--- src/pdr_pkg.sv ---
// shared constants for the divider register port and its serial host
package pdr_pkg;

    // ==========================================
    // word layout
    localparam int          WORD_W        = 24;
    localparam int          SEL_W         = 3;
    localparam int          NUM_REGS      = 8;
    localparam int          CNT_W         = 5;
    localparam int          SEL_LSB       = 0;
    localparam int          SEL_MSB       = 2;
    localparam int          DM_BIT        = 10;
    localparam int          RATIO_LSB     = 3;
    localparam int          RATIO_MSB     = 9;
    localparam int          MOD_LSB       = 3;
    localparam int          MOD_MSB       = 13;
    localparam int          FRAC_LSB      = 3;
    localparam int          FRAC_MSB      = 13;
    localparam int          INT_USED_MSB  = 10;
    localparam int          VCO_EN_LSB    = 17;
    localparam int          VCO_EN_MSB    = 20;
    localparam logic [4:0]  FRAME_BITS    = 5'd24;

    // ==========================================
    // register select codes
    localparam logic [2:0]  SEL_INT       = 3'h0;
    localparam logic [2:0]  SEL_MOD       = 3'h1;
    localparam logic [2:0]  SEL_FRAC      = 3'h2;
    localparam logic [2:0]  SEL_DITHER    = 3'h3;
    localparam logic [2:0]  SEL_CHARGE    = 3'h4;
    localparam logic [2:0]  SEL_LOPATH    = 3'h5;
    localparam logic [2:0]  SEL_VCO       = 3'h6;
    localparam logic [2:0]  SEL_EXTVCO    = 3'h7;

    // ==========================================
    // power-up words
    localparam logic [23:0] RST_INT       = 24'h00_01C0;
    localparam logic [23:0] RST_MOD       = 24'h00_3001;
    localparam logic [23:0] RST_FRAC      = 24'h00_1802;
    localparam logic [23:0] RST_DITHER    = 24'h10_000B;
    localparam logic [23:0] RST_CHARGE    = 24'h00_0004;
    localparam logic [23:0] RST_LOPATH    = 24'h00_0005;
    localparam logic [23:0] RST_VCO       = 24'h1E_0006;
    localparam logic [23:0] RST_EXTVCO    = 24'h00_0007;
    localparam logic [10:0] RST_MODULUS   = 11'h600;

    // ==========================================
    // legal field ranges
    localparam logic [6:0]  RATIO_MIN_INT  = 7'd21;
    localparam logic [6:0]  RATIO_MAX_INT  = 7'd123;
    localparam logic [6:0]  RATIO_MIN_FRAC = 7'd24;
    localparam logic [6:0]  RATIO_MAX_FRAC = 7'd119;
    localparam logic [10:0] MOD_MIN        = 11'd1;

    // ==========================================
    // link timing
    localparam int          CLK_PERIOD_NS  = 50;
    localparam int          LINK_PERIOD_NS = 400;
    localparam int          HALF_CYCLES    = (LINK_PERIOD_NS / 2 + CLK_PERIOD_NS - 1) / CLK_PERIOD_NS;
    localparam logic [3:0]  HALF_LAST      = 4'(HALF_CYCLES - 1);

    // ==========================================
    // host register map (apb byte addresses)
    localparam logic [7:0]  HOST_WORD_OFS  = 8'h00;
    localparam logic [7:0]  HOST_STAT_OFS  = 8'h04;
    localparam int          ST_BUSY        = 0;
    localparam int          ST_INIT_DONE   = 1;
    localparam int          ST_RANGE_ERR   = 2;
    localparam int          ST_ORDER_ERR   = 3;
    localparam int          ST_LOOP_OFF    = 4;

    typedef enum logic [1:0]
    {
        PDR_IDLE  = 2'b00,
        PDR_LOW   = 2'b01,
        PDR_HIGH  = 2'b11,
        PDR_LATCH = 2'b10
    } pdr_state_t;

endpackage

--- src/pdr_spi_if.sv ---
// three-wire serial link between host and divider register port
`timescale 1ns/10ps
interface pdr_spi_if;
    logic sclk;
    logic sdata;
    logic le;

    modport dev
    (
        input sclk,
        input sdata,
        input le
    );

    modport host
    (
        output sclk,
        output sdata,
        output le
    );
endinterface

--- src/pdr_host.sv ---
// serial host: takes words over apb and shifts them to the divider register port
//
// Added by the designer: the APB register port.
`timescale 1ns/10ps
module pdr_host
    import pdr_pkg::*;
(
    // clock and reset
    input  wire logic        clk,
    input  wire logic        rst_n,
    // apb slave
    input  wire logic        psel,
    input  wire logic        penable,
    input  wire logic        pwrite,
    input  wire logic [7:0]  paddr,
    input  wire logic [31:0] pwdata,
    output logic             pready,
    output logic [31:0]      prdata,
    output logic             pslverr,
    // serial link
    pdr_spi_if.host          spi
);
    // ==========================================
    // word checks
    function automatic logic wordLegal(input logic [23:0] w, input logic [10:0] modulus);
        logic [6:0]  ratio;
        logic [10:0] field;
        ratio = w[RATIO_MSB:RATIO_LSB];
        field = w[MOD_MSB:MOD_LSB];
        case (w[SEL_MSB:SEL_LSB])
            SEL_INT:
                wordLegal = w[DM_BIT] ? (ratio >= RATIO_MIN_INT && ratio <= RATIO_MAX_INT)
                                      : (ratio >= RATIO_MIN_FRAC && ratio <= RATIO_MAX_FRAC);
            SEL_MOD:
                wordLegal = field >= MOD_MIN;
            SEL_FRAC:
                wordLegal = field < modulus;
            default:
                wordLegal = 1'b1;
        endcase
    endfunction

    function automatic logic [23:0] wordClean(input logic [23:0] w);
        if (w[SEL_MSB:SEL_LSB] == SEL_INT)
        begin
            wordClean = {13'h0000, w[INT_USED_MSB:0]};
        end
        else
        begin
            wordClean = w;
        end
    endfunction

    // ==========================================
    // apb decode
    pdr_state_t  state;
    logic [23:0] shiftReg;
    logic [4:0]  bitCnt;
    logic [3:0]  halfCnt;
    logic [10:0] modShadow;
    logic [2:0]  nextInit;
    logic        initDone;
    logic        rangeError;
    logic        orderError;
    logic        loopOff;
    logic        busy;
    logic        acc;
    logic        wordWr;
    logic        statWr;
    logic        start;
    logic        legal;
    logic [23:0] inWord;
    logic [23:0] cleanWord;

    assign busy   = state != PDR_IDLE;
    assign acc    = psel && penable && pready;
    assign wordWr = acc && pwrite && paddr == HOST_WORD_OFS;
    assign statWr = acc && pwrite && paddr == HOST_STAT_OFS;
    assign inWord = pwdata[23:0];
    assign cleanWord = wordClean(inWord);
    assign legal  = wordLegal(inWord, modShadow);
    assign start  = wordWr && !busy && legal;

    always_ff @(posedge clk or negedge rst_n)
    begin
        if (!rst_n)
        begin
            pready  <= 1'b0;
            pslverr <= 1'b0;
            prdata  <= 32'h0000_0000;
        end
        else
        begin
            pready  <= psel && !penable && !pready;
            pslverr <= 1'b0;
            prdata  <= 32'h0000_0000;
            if (psel && !penable)
            begin
                case (paddr)
                    HOST_WORD_OFS:
                        pslverr <= pwrite && busy;
                    HOST_STAT_OFS:
                    begin
                        prdata[ST_BUSY]      <= busy;
                        prdata[ST_INIT_DONE] <= initDone;
                        prdata[ST_RANGE_ERR] <= rangeError;
                        prdata[ST_ORDER_ERR] <= orderError;
                        prdata[ST_LOOP_OFF]  <= loopOff;
                    end
                    default:
                        pslverr <= 1'b1;
                endcase
            end
        end
    end

    // ==========================================
    // status flags, a new event beats a clear
    always_ff @(posedge clk or negedge rst_n)
    begin
        if (!rst_n)
        begin
            rangeError <= 1'b0;
            orderError <= 1'b0;
        end
        else
        begin
            rangeError <= (wordWr && !busy && !legal)
                        | (rangeError & ~(statWr & pwdata[ST_RANGE_ERR]));
            orderError <= (start && !initDone && inWord[SEL_MSB:SEL_LSB] != nextInit)
                        | (orderError & ~(statWr & pwdata[ST_ORDER_ERR]));
        end
    end

    // ==========================================
    // first-pass tracking and shadows
    always_ff @(posedge clk or negedge rst_n)
    begin
        if (!rst_n)
        begin
            nextInit  <= SEL_EXTVCO;
            initDone  <= 1'b0;
            modShadow <= RST_MODULUS;
            loopOff   <= ~|RST_VCO[VCO_EN_MSB:VCO_EN_LSB];
        end
        else if (start)
        begin
            if (!initDone && inWord[SEL_MSB:SEL_LSB] == nextInit)
            begin
                if (nextInit == SEL_INT)
                begin
                    initDone <= 1'b1;
                end
                else
                begin
                    nextInit <= nextInit - 3'd1;
                end
            end
            if (inWord[SEL_MSB:SEL_LSB] == SEL_MOD)
            begin
                modShadow <= inWord[MOD_MSB:MOD_LSB];
            end
            if (inWord[SEL_MSB:SEL_LSB] == SEL_VCO)
            begin
                loopOff <= ~|inWord[VCO_EN_MSB:VCO_EN_LSB];
            end
        end
    end

    // ==========================================
    // serial frame engine
    always_ff @(posedge clk or negedge rst_n)
    begin
        if (!rst_n)
        begin
            state     <= PDR_IDLE;
            shiftReg  <= 24'h00_0000;
            bitCnt    <= 5'd0;
            halfCnt   <= 4'd0;
            spi.sclk  <= 1'b0;
            spi.sdata <= 1'b0;
            spi.le    <= 1'b0;
        end
        else
        begin
            case (state)
                PDR_IDLE:
                begin
                    if (start)
                    begin
                        shiftReg  <= cleanWord;
                        spi.sdata <= cleanWord[23];
                        bitCnt    <= FRAME_BITS - 5'd1;
                        halfCnt   <= 4'd0;
                        state     <= PDR_LOW;
                    end
                end
                PDR_LOW:
                begin
                    halfCnt <= halfCnt + 4'd1;
                    if (halfCnt == HALF_LAST)
                    begin
                        halfCnt  <= 4'd0;
                        spi.sclk <= 1'b1;
                        state    <= PDR_HIGH;
                    end
                end
                PDR_HIGH:
                begin
                    halfCnt <= halfCnt + 4'd1;
                    if (halfCnt == HALF_LAST)
                    begin
                        halfCnt  <= 4'd0;
                        spi.sclk <= 1'b0;
                        if (bitCnt == 5'd0)
                        begin
                            spi.le <= 1'b1;
                            state  <= PDR_LATCH;
                        end
                        else
                        begin
                            bitCnt    <= bitCnt - 5'd1;
                            shiftReg  <= {shiftReg[22:0], 1'b0};
                            spi.sdata <= shiftReg[22];
                            state     <= PDR_LOW;
                        end
                    end
                end
                PDR_LATCH:
                begin
                    halfCnt <= halfCnt + 4'd1;
                    if (halfCnt == HALF_LAST)
                    begin
                        halfCnt   <= 4'd0;
                        spi.le    <= 1'b0;
                        spi.sdata <= 1'b0;
                        state     <= PDR_IDLE;
                    end
                end
                default:
                    state <= PDR_IDLE;
            endcase
        end
    end
endmodule

--- src/flat_wrapper.sv ---
// flat-port wrapper written by rule: the top's interface ports become plain ports
module pdr_host_flat import pdr_pkg::*;
  (clk, rst_n, psel, penable, pwrite, paddr, pwdata, pready, prdata, pslverr, spi_sclk, spi_sdata, spi_le);
  pdr_spi_if spi_i ();
  input  wire logic clk;
  input  wire logic rst_n;
  input  wire logic psel;
  input  wire logic penable;
  input  wire logic pwrite;
  input  wire logic [7:0] paddr;
  input  wire logic [31:0] pwdata;
  output logic pready;
  output logic [31:0] prdata;
  output logic pslverr;
  output wire logic [$bits(spi_i.sclk)-1:0] spi_sclk;
  output wire logic [$bits(spi_i.sdata)-1:0] spi_sdata;
  output wire logic [$bits(spi_i.le)-1:0] spi_le;
  assign spi_sclk = spi_i.sclk;
  assign spi_sdata = spi_i.sdata;
  assign spi_le = spi_i.le;
  pdr_host u_core (.clk(clk), .rst_n(rst_n), .psel(psel), .penable(penable), .pwrite(pwrite), .paddr(paddr), .pwdata(pwdata), .pready(pready), .prdata(prdata), .pslverr(pslverr), .spi(spi_i));
endmodule
--- config.mk ---
export PLATFORM = sky130hd
export DESIGN_NAME = pdr_host_flat
export DESIGN_NICKNAME = d
export VERILOG_FILES = /design/src/pdr_pkg.sv /design/src/pdr_spi_if.sv /design/src/pdr_host.sv /design/src/flat_wrapper.sv
export SDC_FILE = /design/constraint.sdc
export NUM_CORES = 1
export LEC_CHECK = 0
export ABC_AREA = 1
export ABC_CLOCK_PERIOD_IN_PS = 2800
export BUFFER_PORTS_ARGS = -buffer_cell sky130_fd_sc_hd__buf_2
export CAP_MARGIN = 40
export CORE_ASPECT_RATIO = 0.5
export CORE_MARGIN = 4
export CORE_UTILIZATION = 55
export DETAILED_ROUTE_END_ITERATION = 12
export PLACE_DENSITY = 0.81
export SETUP_SLACK_MARGIN = 0.2
export SLEW_MARGIN = 20
export SYNTH_ARGS = -nofsm -noshare
export SYNTH_HDL_FRONTEND = slang
export SYNTH_SLANG_ARGS = --single-unit
--- constraint.sdc ---
create_clock -name clk -period 2.8 [get_ports clk]
set_input_delay 0.28 -clock clk [delete_from_list [all_inputs] [get_ports clk]]
set_output_delay 0.28 -clock clk [all_outputs]
set_load 0.01 [all_outputs]
==> results of run 1 <==
[worst min-delay path: stages]
cell,delay (ps)
buf_2,130
inv_1,50
o21ai_0,70
[flip-flops by register name, summed over array words and instances, names as in the netlist]
register           flops
u_core.loopOff         1
u_core.shiftReg       23
u_core.prdata          5
u_core.orderError      1
u_core.spi.sclk        1
u_core.initDone        1
u_core.spi.le          1
u_core.nextInit        3
u_core.bitCnt          5
u_core.pslverr         1
u_core.modShadow      11
u_core.state           2
u_core.halfCnt         4
u_core.pready          1
u_core.rangeError      1
u_core.spi.sdata       1
[layout make-up]
| type | instances | area, um^2 |
|---|---|---|
| fill | 502 | 1990 |
| multi-input combinational | 314 | 1610 |
| sequential | 62 | 1560 |
| timing repair buffer | 53 | 305 |
| inverter | 77 | 289 |
| clock buffer | 10 | 239 |
| clock inverter | 6 | 133 |
| tap | 88 | 110 |
[cell families after synthesis]
| kind of cell | count (synthesis) |
|---|---|
| other | 1 |
| buffers and inverters | 117 |
| xor gates and xnor gates | 9 |
| AOI/OAI and AO/OA | 80 |
| adders and majority gates | 14 |
| and+or+nand+nor | 184 |
| DFF | 62 |
[cell usage after synthesis]
| cell type | instances |
|---|---|
| clkbuf_1 | 6 |
| o21ai_2 | 8 |
| nand3_2 | 1 |
| xnor2_1 | 5 |
| inv_1 | 72 |
| nand2_4 | 3 |
| buf_4 | 27 |
| clkbuf_4 | 1 |
| nand2_2 | 1 |
| buf_8 | 1 |
| clkbuf_2 | 1 |
| dfrtp_1 | 57 |
| conb_1 | 1 |
| a21oi_1 | 6 |
| clkinv_1 | 1 |
| buf_2 | 1 |
| a31o_2 | 1 |
| nor4_1 | 1 |
| o21a_1 | 1 |
| and2_1 | 1 |
| inv_2 | 4 |
| buf_6 | 2 |
| nor3_4 | 1 |
| o22ai_1 | 3 |
| nor3_1 | 4 |
| o31ai_1 | 1 |
| dfstp_2 | 5 |
| ha_1 | 14 |
| nand4_1 | 3 |
| nor2_4 | 1 |
| buf_1 | 1 |
| nor2_1 | 30 |
| o21ai_0 | 46 |
| xor2_1 | 4 |
| nand3_1 | 30 |
| o21ai_1 | 12 |
| a21oi_2 | 1 |
| nand2_1 | 107 |
| nor3b_1 | 1 |
| a21boi_0 | 1 |
[worst paths after layout]
kind | endpoint | slack, ps | from
worst min-delay path | u_core.modShadow[10] | 200 | pwdata[13]
max in group asynchronous | u_core.pslverr | 1720 | rst_n
min in group asynchronous | u_core.shiftReg[7] | 360 | rst_n
worst min register to register | u_core.pready | 450 | u_core.pready
worst max-delay path | u_core.bitCnt[4] | 480 | u_core.modShadow[10]
worst max register to register | u_core.bitCnt[4] | 480 | u_core.modShadow[10]
[timing repair]
item,in CTS,in global routing
endpoints found under the hold margin,0,8
endpoints found under the setup margin,0,0
hold buffers,0,1
[power by group]
group | internal [mW] | leakage (nW) | switching (mW) | total, mW
logic | 0.0531 | 1.27 | 0.0968 | 0.150
registers | 0.899 | 0.732 | 0.000687 | 0.900
clock network | 0.981 | 0.179 | 0.400 | 1.38
[layer usage]
| layer | vias up | GRT usage (%) | share of wire (%) |
|---|---|---|---|
| met5 | - | 0 | 0 |
| met4 | 0 | 6.34 | 2.0 |
| met3 | 15 | 6.79 | 6.0 |
| met2 | 75 | 31.5 | 46 |
| met1 | 1359 | 25.2 | 46 |
| li1 | 1513 | - | - |
[stage by stage]
stage	hold slack (ps)	utilization [%]	power, mW	area (um^2)	setup WS (ps)
6_report	203	68.0	2.43	4240	477
5_1_grt	251	68.0	2.51	4240	256
3_3_place_gp	378	61.5	1.06	3830	537
2_1_floorplan	-15.6	-	1.02	3740	840
4_1_cts	26.2	67.4	2.43	4200	479
3_5_place_dp	378	61.5	1.06	3830	501
[cells in the final DEF, fill, tap and decap left out, types with 3 or more instances in the layout]
| cell | instances |
|---|---|
| dfrtp_1 | 57 |
| clkbuf_16 | 9 |
| nand3_1 | 30 |
| nor2_1 | 30 |
| o22ai_1 | 3 |
| dfstp_2 | 5 |
| ha_1 | 14 |
| conb_1 | 27 |
| nand2_4 | 3 |
| a21oi_1 | 6 |
| inv_2 | 4 |
| xor2_1 | 4 |
| o21ai_2 | 8 |
| bufinv_16 | 4 |
| o21ai_1 | 12 |
| inv_1 | 72 |
| buf_4 | 5 |
| o21ai_0 | 46 |
| nand4_1 | 3 |
| nand2_1 | 107 |
| buf_2 | 46 |
| nor3_1 | 4 |
| xnor2_1 | 5 |
==> results.sh, run 1 <==
export IMPL_drt_total_wl_mm=7.08
export IMPL_cts_tree="built"
export IMPL_instances_no_fill=610
export IMPL_fp_row_count=20
export IMPL_drcViolationCount=0
export IMPL_dieWidth_um=123
export IMPL_antenna_found_initial=0
export IMPL_drt_pass1_iter_count=4
export IMPL_p_leak_nw=2.18
export IMPL_max_freq_mhz=431
export IMPL_vdd_drop_max_v=0.000278
export IMPL_synthXorXnorAreaFrac_pct=2.17
export IMPL_rsz0062_at_grt="false"
export IMPL_die_area_um2=8060
export IMPL_finalSetupViolCount=0
export IMPL_coreArea_um2=6230
export IMPL_synth_top_family_by_area="simple AND/OR/NAND/NOR gates"
export IMPL_setup_tns_ps=0
export IMPL_synth_compound_area_share_pct=12.3
export IMPL_ys_seq_area_share_pct=42.8
export IMPL_start_kind="register"
export IMPL_clock_sinks=62
export IMPL_slowest_stage="dfstp_2"
export IMPL_synthesis_area_um2=3640
export IMPL_drt_iter0_drc=266
export IMPL_synth_area_leaders="dfrtp_1 (39%), nand2_1 (11%), inv_1 (7.4%), o21ai_0 (6.3%), buf_4 (5.6%)"
export IMPL_muxShareOfSynthArea_pct=0
export IMPL_gr_total_overflow=0
export IMPL_io_buffers=46
export IMPL_final_max_slew_violation_count=0
export IMPL_dp_cells=592
export IMPL_vias_per_cell=4.86
export IMPL_cts_resized=0
export IMPL_drive_above_1_share_pct=18.0
export IMPL_required_ps=3030
export IMPL_hp_class="in -> reg"
export IMPL_diodes=0
export IMPL_postCtsSetupRepairBufs=0
export IMPL_postSynthAreaPerCell_um2=7.79
export IMPL_synth_top_area_cell="dfrtp_1"
export IMPL_clk_path_buf_depth=2
export IMPL_dpl_hpwl_mm=5.08
export IMPL_path_cells="inv_1 > ha_1 > nand2_1 > inv_1 > nand2_1 > nand3_1 > nor2_1 > nand3_2 > nand2_4 > nand2_4 > nand2_4 > nand2_1 > nand2_1 > nand2_1"
export IMPL_num_io_pins=82
export IMPL_initial_core_util_pct=58.4
export IMPL_cp_arrival_ps=2550
export IMPL_period_minus_slack_ps=2320
export IMPL_drv_cap=0
export IMPL_synthSimpleGateAreaFrac_pct=22.0
export IMPL_slowest_delay_ps=530
export IMPL_area_growth_pct=16.5
export IMPL_synth_distinct_cells=40
export IMPL_grt_max_degree=49
export IMPL_finalHoldViolations=0
export IMPL_status="complete, no violations"
export IMPL_ys_ff_latch=62
export IMPL_clk_latency_ps=340
export IMPL_clk_pin_slew_ps=50
export IMPL_crit_family="simple AND/OR/NAND/NOR gates"
export IMPL_vias=2962
export IMPL_die_y_um=65.5
export IMPL_endpoint_kind="register"
export IMPL_cts_root_buf="clkbuf_16"
export IMPL_grt_pass1_wl_mm=12.3
export IMPL_detail_route_wl_per_cell_um=11.6
export IMPL_worst_path_buf_inv=2
export IMPL_synthCells=467
export IMPL_synth_warnings=0
export IMPL_nNetsFinal=576
export IMPL_synth_top_cell_area_share_pct=39.2
export IMPL_crit_cells=14
export IMPL_crit_fanout=48
export IMPL_fin_skew_ps=5.97
export IMPL_fin_crit_sh_pct=83.0
export IMPL_grt_pass1_vias=2729
export IMPL_cpMostUsedCell="nand2_1"
export IMPL_h_tree_depth=3
export IMPL_cts_buffers=9
export IMPL_whs_path_depth=3
export IMPL_synth_fa_ha_area_share_pct=4.81
export IMPL_cellPowerDensity_nw_per_um2=573
export IMPL_crit_type="reg -> reg"
export IMPL_track_usage_pct=19.7
export IMPL_ant_nets=0
export IMPL_rr_worst_depth=14
export IMPL_gp_congestion=0.803
No activity file was read; power rests on OpenSTA's default activity.
==> run 2, diff against run 1 <==
--- a/config.mk
+++ b/config.mk
@@ -6,7 +6,7 @@
 export NUM_CORES = 1
 export LEC_CHECK = 0
 export ABC_AREA = 1
-export ABC_CLOCK_PERIOD_IN_PS = 2800
+export ABC_CLOCK_PERIOD_IN_PS = 2250
 export BUFFER_PORTS_ARGS = -buffer_cell sky130_fd_sc_hd__buf_2
 export CAP_MARGIN = 40
 export CORE_ASPECT_RATIO = 0.5
==> constraint.sdc (replaced) <==
create_clock -name clk -period 2.25 [get_ports clk]
set_input_delay 0.225 -clock clk [delete_from_list [all_inputs] [get_ports clk]]
set_output_delay 0.225 -clock clk [all_outputs]
set_load 0.01 [all_outputs]
==> run 2 against run 1 <==
Effect of this change:
- count of clock-buffer cells in the layout increased by 1
- sequential share of layout area is 2.0 points lower
- sequential cell count did not move
- die area stayed put
- critical path depth increased by 1
- fmax increased by 11%
- worst hold slack worse by 38 ps
- global-route usage is 1.4 points higher
- via count rose by 6.3%
- largest cell class unchanged
- largest power group unchanged
==> results.sh, run 2 (synthesis gave the netlist of run 1 again) <==
export IMPL_die_area_um2=8060
export IMPL_rrSetupSlack_ps=160
export IMPL_grt_pass1_vias=2849
export IMPL_r2r_end="u_core.bitCnt[0]"
export IMPL_timing_rr_start="u_core.modShadow[9]"
export IMPL_grt_pass1_wl_mm=13.0
export IMPL_final_common_cell="nand2_1"
export IMPL_fin_skew_ps=6.39
export IMPL_fp_row_count=20
export IMPL_internal_power_mw=1.99
export IMPL_vdd_drop_max_v=0.000351
export IMPL_hold_path_end="u_core.modShadow[9]"
export IMPL_grt_max_degree=47
export IMPL_io_buffers=46
export IMPL_cts_buffers=9
export IMPL_multi_input_area_um2=1780
export IMPL_detail_route_wl_per_cell_um=13.3
export IMPL_clk_pin_slew_ps=60
export IMPL_start_kind="register"
export IMPL_cts_tree="built"
export IMPL_fin_crit_sh_pct=92.9
export IMPL_combPwrFrac_pct=7.6
export IMPL_gr_total_overflow=0
export IMPL_finalSetupViolCount=0
export IMPL_num_io_pins=82
export IMPL_vias_per_cell=5.07
export IMPL_switching_share_pct=24.4
export IMPL_p_leak_nw=2.26
export IMPL_regMostFlops="u_core.shiftReg"
export IMPL_busiest_layer="met2"
export IMPL_dieWidth_um=123
export IMPL_met2_usage_pct=33.0
export IMPL_die_y_um=65.5
export IMPL_drt_pass1_iter_count=4
export IMPL_drt_iter0_drc=265
export IMPL_clk_path_buf_depth=2
export IMPL_switching_power_mw=0.643
export IMPL_hp_start="pwdata[12]"
export IMPL_final_max_slew_violation_count=0
export IMPL_drv_cap=0
export IMPL_layout_common_cells="nand2_1 (88), inv_1 (68), dfrtp_1 (57), buf_2 (46), o21ai_0 (31)"
export IMPL_cp_arrival_ps=2310
export IMPL_clock_sinks=62
export IMPL_crit_type="reg -> reg"
export IMPL_finalHoldViolations=0
export IMPL_drt_total_wl_mm=8.29
export IMPL_endpoint_kind="register"
export IMPL_rr_worst_depth=15
export IMPL_drive_above_1_share_pct=26.8
export IMPL_h_tree_depth=3
export IMPL_max_slew_margin_pct=53.1
export IMPL_power_frac_seq_pct=42.5
export IMPL_required_ps=2470
export IMPL_area_growth_pct=23.1
export IMPL_max_freq_mhz=479
export IMPL_regArea_um2=1560
export IMPL_drcViolationCount=0
export IMPL_initial_core_util_pct=58.4
export IMPL_hp_class="in -> reg"
export IMPL_tightest_slew_ps=703
export IMPL_largestRegisters="u_core.shiftReg x23, u_core.modShadow x11"
export IMPL_vias=3150
export IMPL_filler_cell_count=444
export IMPL_cts_root_buf="clkbuf_16"
export IMPL_gp_congestion=0.829
export IMPL_rsz0062_at_grt="true"
export IMPL_antenna_found_initial=0
export IMPL_coreArea_um2=6230
export IMPL_crit_fanout=5
export IMPL_diodes=0
export IMPL_ant_nets=0
export IMPL_period_minus_slack_ps=2090
export IMPL_status="complete, no violations"
export IMPL_cellPowerDensity_nw_per_um2=588
export IMPL_whs_path_depth=3
export IMPL_grt_use_met3_pct=8.60
export IMPL_setup_tns_ps=0
export IMPL_clk_latency_ps=340
export IMPL_pwr_share_clk_pct=49.8
export IMPL_track_usage_pct=21.1
export IMPL_dpl_hpwl_mm=5.08
export IMPL_use_met1_pct=26.9
export IMPL_nNetsFinal=587
export IMPL_p_total_mw=2.63
export IMPL_largest_reg_flops=23
[run 2: power by group through the flow]
stage	registers [mW]	logic (mW)	clock network (mW)
after floorplan	1.14	0.125	0
after global placement	1.14	0.177	0
after detailed placement	1.14	0.179	0
after CTS	1.12	0.188	1.34
after global routing	1.12	0.230	1.39
final	1.12	0.201	1.31
[run 2: critical path, stage by stage (launching register included)]
cell	delay, ps
dfstp_2	560
inv_2	50
ha_4	260
nand2_4	50
inv_2	60
nand2_1	60
nor2_2	120
nor2_2	60
nand3_2	100
nand2_4	100
nand2_8	100
nand2_8	80
buf_6	140
buf_4	130
nand2_2	50
o21ai_2	50
[run 2: worst max-delay path by stage]
stage                               startpoint                  end  slack (ps)  cells after the start
final                      u_core.modShadow[9]     u_core.bitCnt[0]         160                     15
after global routing      u_core.modShadow[10]     u_core.bitCnt[0]          70                     15
after detailed placement  u_core.modShadow[10]  u_core.shiftReg[13]          80                     14
after CTS                  u_core.modShadow[9]  u_core.shiftReg[14]         210                     14
after floorplan           u_core.modShadow[10]     u_core.bitCnt[0]         290                     14
after global placement    u_core.modShadow[10]   u_core.shiftReg[7]         120                     14
[run 2: cell type report]
| class | instances | area share (%) |
|---|---|---|
| clock buffer | 11 | 5.64 |
| timing repair buffer | 64 | 10.2 |
| tap | 88 | 2.46 |
| clock inverter | 5 | 0.754 |
| sequential | 62 | 34.8 |
| multi-input combinational | 314 | 39.7 |
| inverter | 77 | 6.45 |
[run 2: per-stage QoR]
step           cell area, um^2  hold WS, ps  cells  utilization [%]  setup WS [ps]
2_1_floorplan             3740        -70.6    493                -            290
3_3_place_gp              3860          309    593             62.0            115
3_5_place_dp              3860          312    593             62.0           82.5
4_1_cts                   4290          150    617             68.8            207
5_1_grt                   4480          158    621             71.9           73.1
6_report                  4480          165    621             71.9            161
[run 2: per-layer routing]
layer  part of all wire (%)  routed length, um
met5                      0                  0
met4                    2.4                197
met3                    9.0                743
met2                     47               3860
met1                     42               3490
[run 2: timing repair]
item | 4_1_cts | 5_1_grt
setup endpoints to repair | 26 | 46
pin swaps | 8 | 11
endpoints found under the hold margin | 30 | 0
buffers inserted | 6 | 1
gates resized for setup | 13 | 60
cloned | 1 | 3
hold buffers | 1 | 0
